[config.mk]
export PLATFORM = sky130hd
export DESIGN_NAME = hex_record_loader
export DESIGN_NICKNAME = d
export VERILOG_FILES = /design/src/rtl/hex_loader_pkg.sv /design/src/rtl/hex_record_loader.sv /design/src/rtl/hex_digit_decode.sv /design/src/rtl/record_sum.sv
export SDC_FILE = /design/constraint.sdc
export NUM_CORES = 1
export LEC_CHECK = 0
export BUFFER_PORTS_ARGS = -buffer_cell sky130_fd_sc_hd__buf_2
export CORE_MARGIN = 4
export CORE_UTILIZATION = 35
export CTS_BUF_LIST = sky130_fd_sc_hd__clkbuf_4 sky130_fd_sc_hd__clkbuf_8
export DETAILED_ROUTE_END_ITERATION = 12
export PLACE_DENSITY_LB_ADDON = 0.25
export SLEW_MARGIN = 15
export SYNTH_ARGS = -nofsm -noshare
export SYNTH_HDL_FRONTEND = slang
export SYNTH_SLANG_ARGS = --single-unit
export TNS_END_PERCENT = 50
[constraint.sdc]
create_clock -name core_clk -period 5.3 [get_ports core_clk]
set_input_delay 1.325 -clock core_clk [delete_from_list [all_inputs] [get_ports core_clk]]
set_output_delay 1.325 -clock core_clk [all_outputs]
set_load 0.02 [all_outputs]
[src/rtl/hex_loader_pkg.sv]
// Shared constants, states and state record of the hex record loader.
// Assumes 8-bit ASCII characters arrive already framed on the core clock.
package hex_loader_pkg;

   // Character codes
   localparam logic [7:0] CHAR_REC_START = 8'h53;
   localparam logic [7:0] CHAR_TYPE_DATA = 8'h31;
   localparam logic [7:0] CHAR_TYPE_END = 8'h39;
   localparam logic [7:0] CHAR_CR = 8'h0D;
   localparam logic [7:0] CHAR_LF = 8'h0A;
   localparam logic [7:0] CHAR_NUL = 8'h00;

   // Field positions, counted in byte pairs after the type field
   localparam logic [8:0] IDX_LEN = 9'h000;
   localparam logic [8:0] IDX_ADDR_HI = 9'h001;
   localparam logic [8:0] IDX_ADDR_LO = 9'h002;
   localparam logic [8:0] IDX_DATA = 9'h003;

   // Length limits: address plus checksum is the least a record holds
   localparam logic [7:0] LEN_MIN = 8'h03;
   localparam logic [7:0] LEN_END = 8'h03;

   // Reset values
   localparam logic [15:0] ADDR_RST = 16'h0000;
   localparam logic [7:0] BYTE_RST = 8'h00;
   localparam logic [3:0] NIB_RST = 4'h0;

   typedef enum logic [2:0] {
      ST_HUNT,
      ST_TYPE,
      ST_FIELD,
      ST_SKIP,
      ST_DONE,
      ST_ERR
   } load_state_e;

   typedef struct packed {
      load_state_e state;
      logic started;
      logic lo_phase;
      logic [3:0] hi_nib;
      logic [7:0] rec_len;
      logic [8:0] pair_idx;
      logic is_end;
      logic [15:0] addr_ptr;
      logic wr_en;
      logic [15:0] wr_addr;
      logic [7:0] wr_data;
      logic done;
      logic error;
      logic [15:0] entry_addr;
   } loader_s;

   // Line end characters between records
   function automatic logic is_eol(input logic [7:0] c);
      is_eol = (c == CHAR_CR) || (c == CHAR_LF) || (c == CHAR_NUL);
   endfunction : is_eol

endpackage : hex_loader_pkg

[src/rtl/hex_record_loader.sv]
// Hex record loader: decodes ASCII data and end records, writes memory.
// Assumes characters come one per valid pulse from logic on core_clk,
// and that the memory write port takes one byte on any cycle.
// Restart keeps the entry address; only reset clears it.
`timescale 1ns/1ps
`default_nettype none
module hex_record_loader
   import hex_loader_pkg::*;
(
   // Clock and reset
   input wire logic core_clk,
   input wire logic rst,
   // Character stream in
   input wire logic char_valid,
   input wire logic [7:0] char_data,
   // Start over after done or error
   input wire logic restart,
   // Memory write port
   output logic mem_wr_en,
   output logic [15:0] mem_wr_addr,
   output logic [7:0] mem_wr_data,
   // Status
   output logic loading,
   output logic load_done,
   output logic load_error,
   output logic [15:0] entry_addr
);

   loader_s st_reg;
   loader_s st_next;

   logic [3:0] nib;
   logic nib_ok;
   logic [7:0] sum_reg;
   logic sum_clr;
   logic sum_add;
   logic [7:0] full_byte;
   logic byte_done;
   logic at_cksum;
   // Field position and error causes
   logic at_len;
   logic at_addr_hi;
   logic at_addr_lo;
   logic bad_digit;
   logic bad_type;
   logic bad_len;
   logic bad_sum;
   logic fail_now;
   logic [15:0] addr_inc;
   // Character classes
   logic ch_start;
   logic ch_data_type;
   logic ch_end_type;
   logic ch_eol;

   hex_digit_decode u_digit (
      .ascii(char_data),
      .nibble(nib),
      .is_hex(nib_ok)
   );

   record_sum #(
      .WIDTH(8)
   ) u_sum (
      .core_clk(core_clk),
      .rst(rst),
      .sum_clr(sum_clr),
      .sum_add(sum_add),
      .add_byte(full_byte),
      .sum_reg(sum_reg)
   );

   // high nibble held, low nibble joins it
   assign full_byte = {st_reg.hi_nib, nib};
   assign byte_done = char_valid && nib_ok && st_reg.lo_phase
      && (st_reg.state == ST_FIELD);
   assign at_cksum = (st_reg.pair_idx != IDX_LEN)
      && (st_reg.pair_idx == {1'b0, st_reg.rec_len});

   // Position of the pair that the current low nibble completes
   always_comb begin
      at_len = (st_reg.pair_idx == IDX_LEN);
      at_addr_hi = (st_reg.pair_idx == IDX_ADDR_HI);
      at_addr_lo = (st_reg.pair_idx == IDX_ADDR_LO);
   end

   // pointer steps one byte; wraps at the top of memory
   assign addr_inc = 16'(st_reg.addr_ptr + 16'h0001);

   // error causes, one net each so a trace shows which fired
   always_comb begin
      bad_digit = 1'b0;
      bad_type = 1'b0;
      bad_len = 1'b0;
      bad_sum = 1'b0;
      if (char_valid && st_reg.state == ST_TYPE) begin
         // once loading, only data or end types
         bad_type = st_reg.started && !ch_data_type && !ch_end_type;
      end
      if (char_valid && st_reg.state == ST_FIELD) begin
         // Line ends inside a field count as bad digits
         bad_digit = !nib_ok;
      end
      if (byte_done && at_len) begin
         // length too short, or end record not three pairs
         bad_len = (full_byte < LEN_MIN) || (st_reg.is_end && full_byte != LEN_END);
      end
      if (byte_done && at_cksum) begin
         bad_sum = full_byte != ~sum_reg;
      end
      fail_now = bad_digit || bad_type || bad_len || bad_sum;
   end

   // Character classes shared by several states
   always_comb begin
      ch_start = char_valid && (char_data == CHAR_REC_START);
      ch_data_type = char_valid && (char_data == CHAR_TYPE_DATA);
      ch_end_type = char_valid && (char_data == CHAR_TYPE_END);
      ch_eol = char_valid && is_eol(char_data);
   end

   // Sum cleared on the type digit, ahead of the length pair
   always_comb begin
      sum_clr = (st_reg.state == ST_TYPE) && char_valid;
      // length, address and data summed, checksum not
      sum_add = byte_done && !at_cksum;
   end

   always_comb begin
      st_next = st_reg;
      st_next.wr_en = 1'b0;
      unique case (st_reg.state)
         ST_HUNT: begin
            // anything but the start letter is dropped
            if (ch_start) begin
               st_next.state = ST_TYPE;
            end
         end
         ST_TYPE: begin
            if (char_valid) begin
               st_next.lo_phase = 1'b0;
               st_next.pair_idx = IDX_LEN;
               if (ch_data_type) begin
                  st_next.is_end = 1'b0;
                  st_next.state = ST_FIELD;
               end else if (ch_end_type && st_reg.started) begin
                  st_next.is_end = 1'b1;
                  st_next.state = ST_FIELD;
               end else if (bad_type) begin
                  // only data or end once loading
                  st_next.error = 1'b1;
                  st_next.state = ST_ERR;
               end else begin
                  st_next.state = ST_SKIP;
               end
            end
         end
         ST_FIELD: begin
            if (bad_digit) begin
               // a non-hex character inside a field
               st_next.error = 1'b1;
               st_next.state = ST_ERR;
            end else if (char_valid && !st_reg.lo_phase) begin
               st_next.hi_nib = nib;
               st_next.lo_phase = 1'b1;
            end else if (byte_done) begin
               st_next.lo_phase = 1'b0;
               st_next.pair_idx = 9'(st_reg.pair_idx + 9'h001);
               if (at_len) begin
                  // length must cover address and checksum
                  st_next.rec_len = full_byte;
                  if (bad_len) begin
                     st_next.error = 1'b1;
                     st_next.state = ST_ERR;
                  end
               end else if (at_addr_hi) begin
                  st_next.addr_ptr = {full_byte, BYTE_RST};
               end else if (at_addr_lo) begin
                  st_next.addr_ptr = {st_reg.addr_ptr[15:8], full_byte};
               end else if (at_cksum) begin
                  if (bad_sum) begin
                     st_next.error = 1'b1;
                     st_next.state = ST_ERR;
                  end else if (st_reg.is_end) begin
                     // entry address captured at the end
                     st_next.entry_addr = st_reg.addr_ptr;
                     st_next.done = 1'b1;
                     st_next.started = 1'b0;
                     st_next.state = ST_DONE;
                  end else begin
                     // loading has begun with a good data record
                     st_next.started = 1'b1;
                     st_next.state = ST_HUNT;
                  end
               end else begin
                  // each data byte to the next address
                  st_next.wr_en = 1'b1;
                  st_next.wr_addr = st_reg.addr_ptr;
                  st_next.wr_data = full_byte;
                  // Written at once, before the checksum is known
                  st_next.addr_ptr = addr_inc;
               end
            end else if (char_valid) begin
               st_next.state = ST_FIELD;
            end
         end
         ST_SKIP: begin
            // line end closes an ignored record
            // Skipped records are not checked, so a bad header is harmless
            if (ch_eol) begin
               st_next.state = ST_HUNT;
            end
         end
         ST_DONE: begin
            // Later records ignored until restart
            st_next.state = ST_DONE;
         end
         ST_ERR: begin
            st_next.state = ST_ERR;
         end
      endcase
      // a failed record drops loading; a later end cannot complete it
      if (fail_now) begin
         st_next.started = 1'b0;
      end
      // Restart wins over a same-cycle character in state, flags and write strobe
      if (restart) begin
         st_next.state = ST_HUNT;
         st_next.started = 1'b0;
         st_next.done = 1'b0;
         st_next.error = 1'b0;
         st_next.wr_en = 1'b0;
         st_next.lo_phase = 1'b0;
         st_next.pair_idx = IDX_LEN;
         st_next.is_end = 1'b0;
         // Entry address kept so it can still be read after a restart
      end
   end

   // Every field reset on its own so no flop starts unknown
   always_ff @(posedge core_clk) begin
      if (rst) begin
         st_reg.state <= ST_HUNT;
         st_reg.started <= 1'b0;
         st_reg.lo_phase <= 1'b0;
         st_reg.hi_nib <= NIB_RST;
         st_reg.rec_len <= BYTE_RST;
         st_reg.pair_idx <= IDX_LEN;
         st_reg.is_end <= 1'b0;
         st_reg.addr_ptr <= ADDR_RST;
         st_reg.wr_en <= 1'b0;
         st_reg.wr_addr <= ADDR_RST;
         st_reg.wr_data <= BYTE_RST;
         st_reg.done <= 1'b0;
         st_reg.error <= 1'b0;
         st_reg.entry_addr <= ADDR_RST;
      end else begin
         st_reg <= st_next;
      end
   end

   // Outputs straight from the state flops
   assign mem_wr_en = st_reg.wr_en;
   assign mem_wr_addr = st_reg.wr_addr;
   assign mem_wr_data = st_reg.wr_data;
   assign loading = st_reg.started;
   assign load_done = st_reg.done;
   assign load_error = st_reg.error;
   assign entry_addr = st_reg.entry_addr;

endmodule : hex_record_loader
`default_nettype wire

[src/rtl/hex_digit_decode.sv]
// ASCII hexadecimal digit to nibble decoder, purely combinational.
// Assumes the caller samples the result on its own clock.
`timescale 1ns/1ps
`default_nettype none
module hex_digit_decode (
   // Character in
   input wire logic [7:0] ascii,
   // Decoded value
   output logic [3:0] nibble,
   output logic is_hex
);

   always_comb begin
      nibble = 4'h0;
      is_hex = 1'b1;
      if (ascii >= 8'h30 && ascii <= 8'h39) begin
         nibble = 4'(ascii - 8'h30);
      end else if (ascii >= 8'h41 && ascii <= 8'h46) begin
         nibble = 4'(ascii - 8'h37);
      end else if (ascii >= 8'h61 && ascii <= 8'h66) begin
         // Lower case accepted too; hosts differ
         nibble = 4'(ascii - 8'h57);
      end else begin
         is_hex = 1'b0;
      end
   end

endmodule : hex_digit_decode
`default_nettype wire

[src/rtl/record_sum.sv]
// Running modulo-256 sum of the bytes of one record.
// Assumes clear and add are never needed in the same cycle.
`timescale 1ns/1ps
`default_nettype none
module record_sum #(
   parameter int WIDTH = 8
) (
   // Clock and reset
   input wire logic core_clk,
   input wire logic rst,
   // Control
   input wire logic sum_clr,
   input wire logic sum_add,
   input wire logic [WIDTH-1:0] add_byte,
   // Result
   output logic [WIDTH-1:0] sum_reg
);

   logic [WIDTH-1:0] sum_next;

   always_comb begin
      sum_next = sum_reg;
      if (sum_clr) begin
         sum_next = '0;
      end else if (sum_add) begin
         // Carries out of the top bit are dropped on purpose
         sum_next = WIDTH'(sum_reg + add_byte);
      end
   end

   always_ff @(posedge core_clk) begin
      if (rst) begin
         sum_reg <= '0;
      end else begin
         sum_reg <= sum_next;
      end
   end

endmodule : record_sum
`default_nettype wire

# After elaboration in Yosys (flattened, before gate mapping)

Cells that the tools add are included.
W data, S select, Z words.

Logic and storage cells: 213
Latch bits: 0
Memory bits (read-only): 0
Memory bits (writable): 0
Memories kept: 0
Input bits: 12
Register bits after elaboration: 94

Shift-type cells: 0
Bitwise logic cells: 9
Mux-type cells: 77
$mul: 0
Div/mod/pow operators: 0
Equality and inequality tests: 44
Magnitude comparators: 7
Reductions and logical operators: 54
Add/sub/neg operators: 6

Operator list:

| operator                | count |
|---|---|
| $mux W41                | 8 |
| $mux W43                | 2 |
| $mux W16                | 5 |
| $mux W17                | 4 |
| $mux W4                 | 14 |
| $mux W3                 | 12 |
| $ne A4 B4 Y1 const B    | 6 |
| $ne A6 B5 Y1 const B    | 4 |
| $mux W1                 | 23 |
| $mux W22                | 1 |
| $logic_and A1 B1 Y1     | 21 |
| $ne A2 B2 Y1 const B    | 10 |
| $ne A5 B5 Y1 const B    | 4 |
| $mux W18                | 1 |
| $pmux W3 S6             | 1 |
| $pmux W9 S2             | 1 |
| $reduce_and A9 Y1       | 2 |
| $add A16 B1 Y16 const B | 1 |
| $eq A8 B4 Y1 const B    | 2 |
| $eq A8 B6 Y1 const B    | 2 |
| $ge A8 B7 Y1 const B    | 2 |
| $le A8 B7 Y1 const B    | 2 |
| $reduce_and A12 Y1      | 1 |
| $mux W10                | 1 |
| other kinds (42)        | 67 |

# Depth between registers and ports, before layout

Depth after elaboration: 24
Mapped depth: 16
Mapped depth without buffers: 15

# By module

A second synthesis with hierarchy kept.

Cell total of the unflattened synthesis: 659
Area, all modules: 5,397.7 sq um

Modules (own cells, without submodules):

| module            | instances | cells an instance | sequential area each (sq um) | area an instance (sq um) |
|---|---|---|---|---|
| hex_record_loader | 1         | 569               | 1,721.7                      | 4,611.9 |
| record_sum        | 1         | 65                | 160.2                        | 581.8 |
| hex_digit_decode  | 1         | 25                | 0.0                          | 203.9 |

# Least setup slack after synthesis

OpenSTA, ideal clock, no wires.

Kind: input to register
From: in char_data[1]
To: reg entry_addr[6] (netlist name)
Buffers on the path: 2
Setup time: 0.070 ns
Stages on the path: 15
Data arrival time: 4.258 ns
Slack: 0.972 ns
Cells stage by stage: inv_1 > ha_1 > nor3b_1 > nor3_4 > a22oi_1 > inv_1 > ha_1 > nand4_1 > nor3_1 > and4_1 > and4_1 > buf_2 > buf_2 > nand2_1 > a21oi_1

RTL lines:

| element                                             | line                     | RTL |
|---|---|---|
| start: declaration                                  | hex_record_loader.sv:15  | `input wire logic [7:0] char_data,` |
| $ge A8 B7 Y1 / $le A8 B7 Y1 (equally long branches) | hex_digit_decode.sv:20   | `end else if (ascii >= 8'h61 && ascii <= 8'h66) begin` |
| $logic_and A1 B1 Y1                                 | hex_digit_decode.sv:20   |  |
| $mux W4                                             | hex_digit_decode.sv:20   |  |
| $mux W4                                             | hex_digit_decode.sv:18   | `end else if (ascii >= 8'h41 && ascii <= 8'h46) begin` |
| $mux W4 (*)                                         | hex_digit_decode.sv:16   | `if (ascii >= 8'h30 && ascii <= 8'h39) begin` |
| named net full_byte[1]                              | hex_record_loader.sv:37  | `logic [7:0] full_byte;` |
| $ne A8 B8 Y1 (*)                                    | hex_record_loader.sv:109 | `bad_sum = full_byte != ~sum_reg;` |
| $mux W1 (*)                                         | hex_record_loader.sv:108 | `if (byte_done && at_cksum) begin` |
| $not A1 Y1 (no source line) (*)                     | n/a                      |  |
| $reduce_and A10 Y1 (no source line) (*)             | n/a                      |  |

Mark *: on every way through the listed nets, which the timed path passes. The rest lies on a longest branch.
A chain may end at the register's enable or synchronous reset.

# Worst setup path in the final report

From: in char_data[1]
To: reg st_reg (netlist bit loading)

RTL lines:

| element                                                              | line                     | RTL |
|---|---|---|
| $ge A8 B7 Y1 / $le A8 B7 Y1 (equally long branches)                  | hex_digit_decode.sv:20   |  |
| $logic_and A1 B1 Y1                                                  | hex_digit_decode.sv:20   |  |
| $mux W4                                                              | hex_digit_decode.sv:20   |  |
| $mux W4                                                              | hex_digit_decode.sv:18   |  |
| $mux W4 (*)                                                          | hex_digit_decode.sv:16   |  |
| named net full_byte[3]                                               | hex_record_loader.sv:37  |  |
| parallel branches: the longest is 7 deep, another holds $lt A8 B2 Y1 | n/a                      |  |
| end signal: assignment                                               | hex_record_loader.sv:258 | `st_reg <= st_next;` |
| end: declaration                                                     | hex_record_loader.sv:29  | `loader_s st_reg;` |

Mark *: on every way through the listed nets, which the timed path passes.

==> results.yml <==
global_routing:
  antenna_found_initial: 0
  grt_pass1_wl_um: 22100
  grt_max_degree: 45
  grt_overflow: 0
  grt.total_usage_pct: 16.2
  grt_pass1_vias: 4414
synth:
  synth_area_leader_cell: "dfxtp_1"
  ys.flop_type: "dfxtp_1"
  synth_top_area_share_pct: 36.3
  synth_warnings: 0
  synth_seq_cells: 94
  netlist_area_um2: 5180
  async_flop_share_pct: 0
  synth_area_per_cell_um2: 7.98
  netlist_instances: 649
  syn-num-nets: 679
  yosysSeqAreaShare_pct: 36.3
  ys_types: 63
  synth_edf_count: 0
  synth.area.top_cells: "dfxtp_1 36%, nand2_1 7.1%, buf_4 5.8%"
sta:
  whs_ps: 452
  setup_slack_ps: 725
  finalCritPeriodShare_pct: 86.3
  clock_skew_ps: 12.9
  relSlewSlack_pct: 22.5
  finalHoldViolCount: 0
  slew_violations: 0
  rsz0062_at_grt: "false"
  max_freq_ghz: 0.219
  period_needed_ps: 4580
  finalSetupViolations: 0
  tns_ps: 0
  tightest_slew_ps: 1160
finish:
  final_common_cell: "nand2_1"
  largest_register_ffs: 38
  layout_common_cells: "98 x nand2_1, 94 x dfxtp_1, 68 x nor2_1"
  syn2layout_area_growth_pct: 6.13
  layout-drive-gt1-share_pct: 14.5
  nets: 683
  diodes: 0
routing:
  routedWlPerCell_um: 15.4
  via_count: 4416
  drc: 0
  ant_nets: 0
  drt_iter0_drc: 223
  drt_first_pass_iters: 4
  wirelength_um: 13000
  vias_per_cell: 5.25
power:
  ir_drop_v: 0.0000834
  powerDensity_nw_per_um2: 223
  leakagePower_uw: 0.00205
setup_path:
  cp.required_ps: 5560
  worstSetupStartpoint: "char_data[1]"
  regToRegStartpoint: "st_reg[62]"
  worstReg2RegEnd: "st_reg[51]"
  cp_max_fo: 18
  worstRegToRegCells: 7
  endpoint_kind: "flip-flop"
  start_kind: "input port"
  crit_end: "loading"
  reg2reg_slack_ps: 2450
  crit_type: "input port to flip-flop"
  critical_path_arrival_ps: 4840
placed_design:
  gp_congestion: 0.844
  place_ws_ps: 374
  port_buffers: 55
  hpwl_um: 9330
clock_network:
  clk_pin_slew_worst_paths_ps: 90
  cts_hold_buf: 0
  cts_tree: "done"
  cts_root_buf: "clkbuf_8"
  ctsResizeCount: 0
  cts_sinks: 94
  postCtsSetupBuffers: 0
  cts_made_buffers: 9
  cts_buffer_depth: 2
  cts.htree.levels: 3
  insertion_delay_ps: 370
floorplan:
  pin_count: 56
  rows: 44
  die_area_um2: 16800
  core_area_um2: 14500
  die_h_um: 130
  die_x_um: 130
  start_util_pct: 35.6
run:
  maxCapViolCount: 0
status:
  status: "complete, no violations"
hold_path:
  min_path_type: "flip-flop to flip-flop"
  hold_path_depth: 2
worst min-delay path by stage:
| stage | startpoint | end | slack (ps) |
|---|---|---|---|
| floorplan | entry_addr[14] | entry_addr[14] | 430 |
| global placement | entry_addr[4] | entry_addr[4] | 440 |
| detailed placement | entry_addr[7] | entry_addr[7] | 440 |
| CTS | entry_addr[7] | entry_addr[7] | 450 |
| global route | entry_addr[6] | entry_addr[6] | 480 |
| finish | entry_addr[6] | entry_addr[6] | 450 |
where the power goes:
group          internal (uW)  switching (uW)  leakage [uW]  total, uW
Clock                    222             255     0.0000922        476
Sequential               706          0.0197      0.000757        706
Combinational           12.9            31.3       0.00120       44.2
Total                    940             286       0.00205       1230
cell families after synthesis:
logic type / count (synthesis) / share of synthesized area, %
simple gates: 267 / 24.7
mux: 11 / 2.13
xor+xnor: 23 / 3.89
flops: 94 / 36.3
compound gates: 150 / 18.8
fa+ha+maj: 18 / 4.49
buf+inv: 86 / 9.68
cells in the mapped netlist, types with 3 or more instances:
| master | count |
|---|---|
| nand2_1 | 98 |
| dfxtp_1 | 94 |
| nor2_1 | 68 |
| a21oi_1 | 56 |
| buf_4 | 40 |
| o21ai_0 | 29 |
| nand3_1 | 19 |
| ha_1 | 17 |
| clkbuf_1 | 16 |
| inv_1 | 15 |
| xnor2_1 | 15 |
| nor3_1 | 14 |
| a211oi_1 | 13 |
| and3_1 | 11 |
| buf_2 | 11 |
| mux2i_1 | 11 |
| nand4_1 | 11 |
| a22oi_1 | 10 |
| nand2b_1 | 8 |
| xor2_1 | 8 |
| nor4_1 | 7 |
| o21a_1 | 5 |
| nor2b_1 | 4 |
| or3_1 | 4 |
| o21ai_1 | 3 |
| o31ai_1 | 3 |
| o32ai_1 | 3 |
| or2_2 | 3 |
worst max-delay path, cell delays in order:
cell	delay [ps]
buf_2	140
inv_1	70
ha_1	220
nor3b_1	600
nor3_4	150
a21oi_1	420
inv_1	150
ha_1	380
nand4_1	110
nor3_1	310
and4_1	280
and4_1	200
buf_4	230
nor2_1	70
and4b_1	180
layer usage:
metal	vias to the layer above	track usage, %	wire, um
met4	0	4.16	140
met3	8	4.04	593
met2	87	26.9	6150
met1	2077	21.1	6090
met5	-	0	0
li1	2244	-	-
metrics by stage:
stage / total power, uW / std cells / cell area [um2] / utilization (%)
after floorplan: 750 / 649 / 5180 / -
after global placement: 765 / 826 / 5310 / 36.5
after detailed placement: 766 / 826 / 5310 / 36.5
after CTS: 1250 / 841 / 5500 / 37.8
after global routing: 1270 / 841 / 5500 / 37.8
final: 1230 / 841 / 5500 / 37.8
layout make-up:
class / count / area, um2
Clock inverter: 5 / 58.8
Tap cell: 184 / 230
Fill cell: 1542 / 9030
Multi-Input combinational cell: 469 / 2800
Timing Repair Buffer: 64 / 343
Clock buffer: 10 / 131
Sequential cell: 94 / 1880
Inverter: 15 / 56.3
Power figures use the tool's default switching activity.
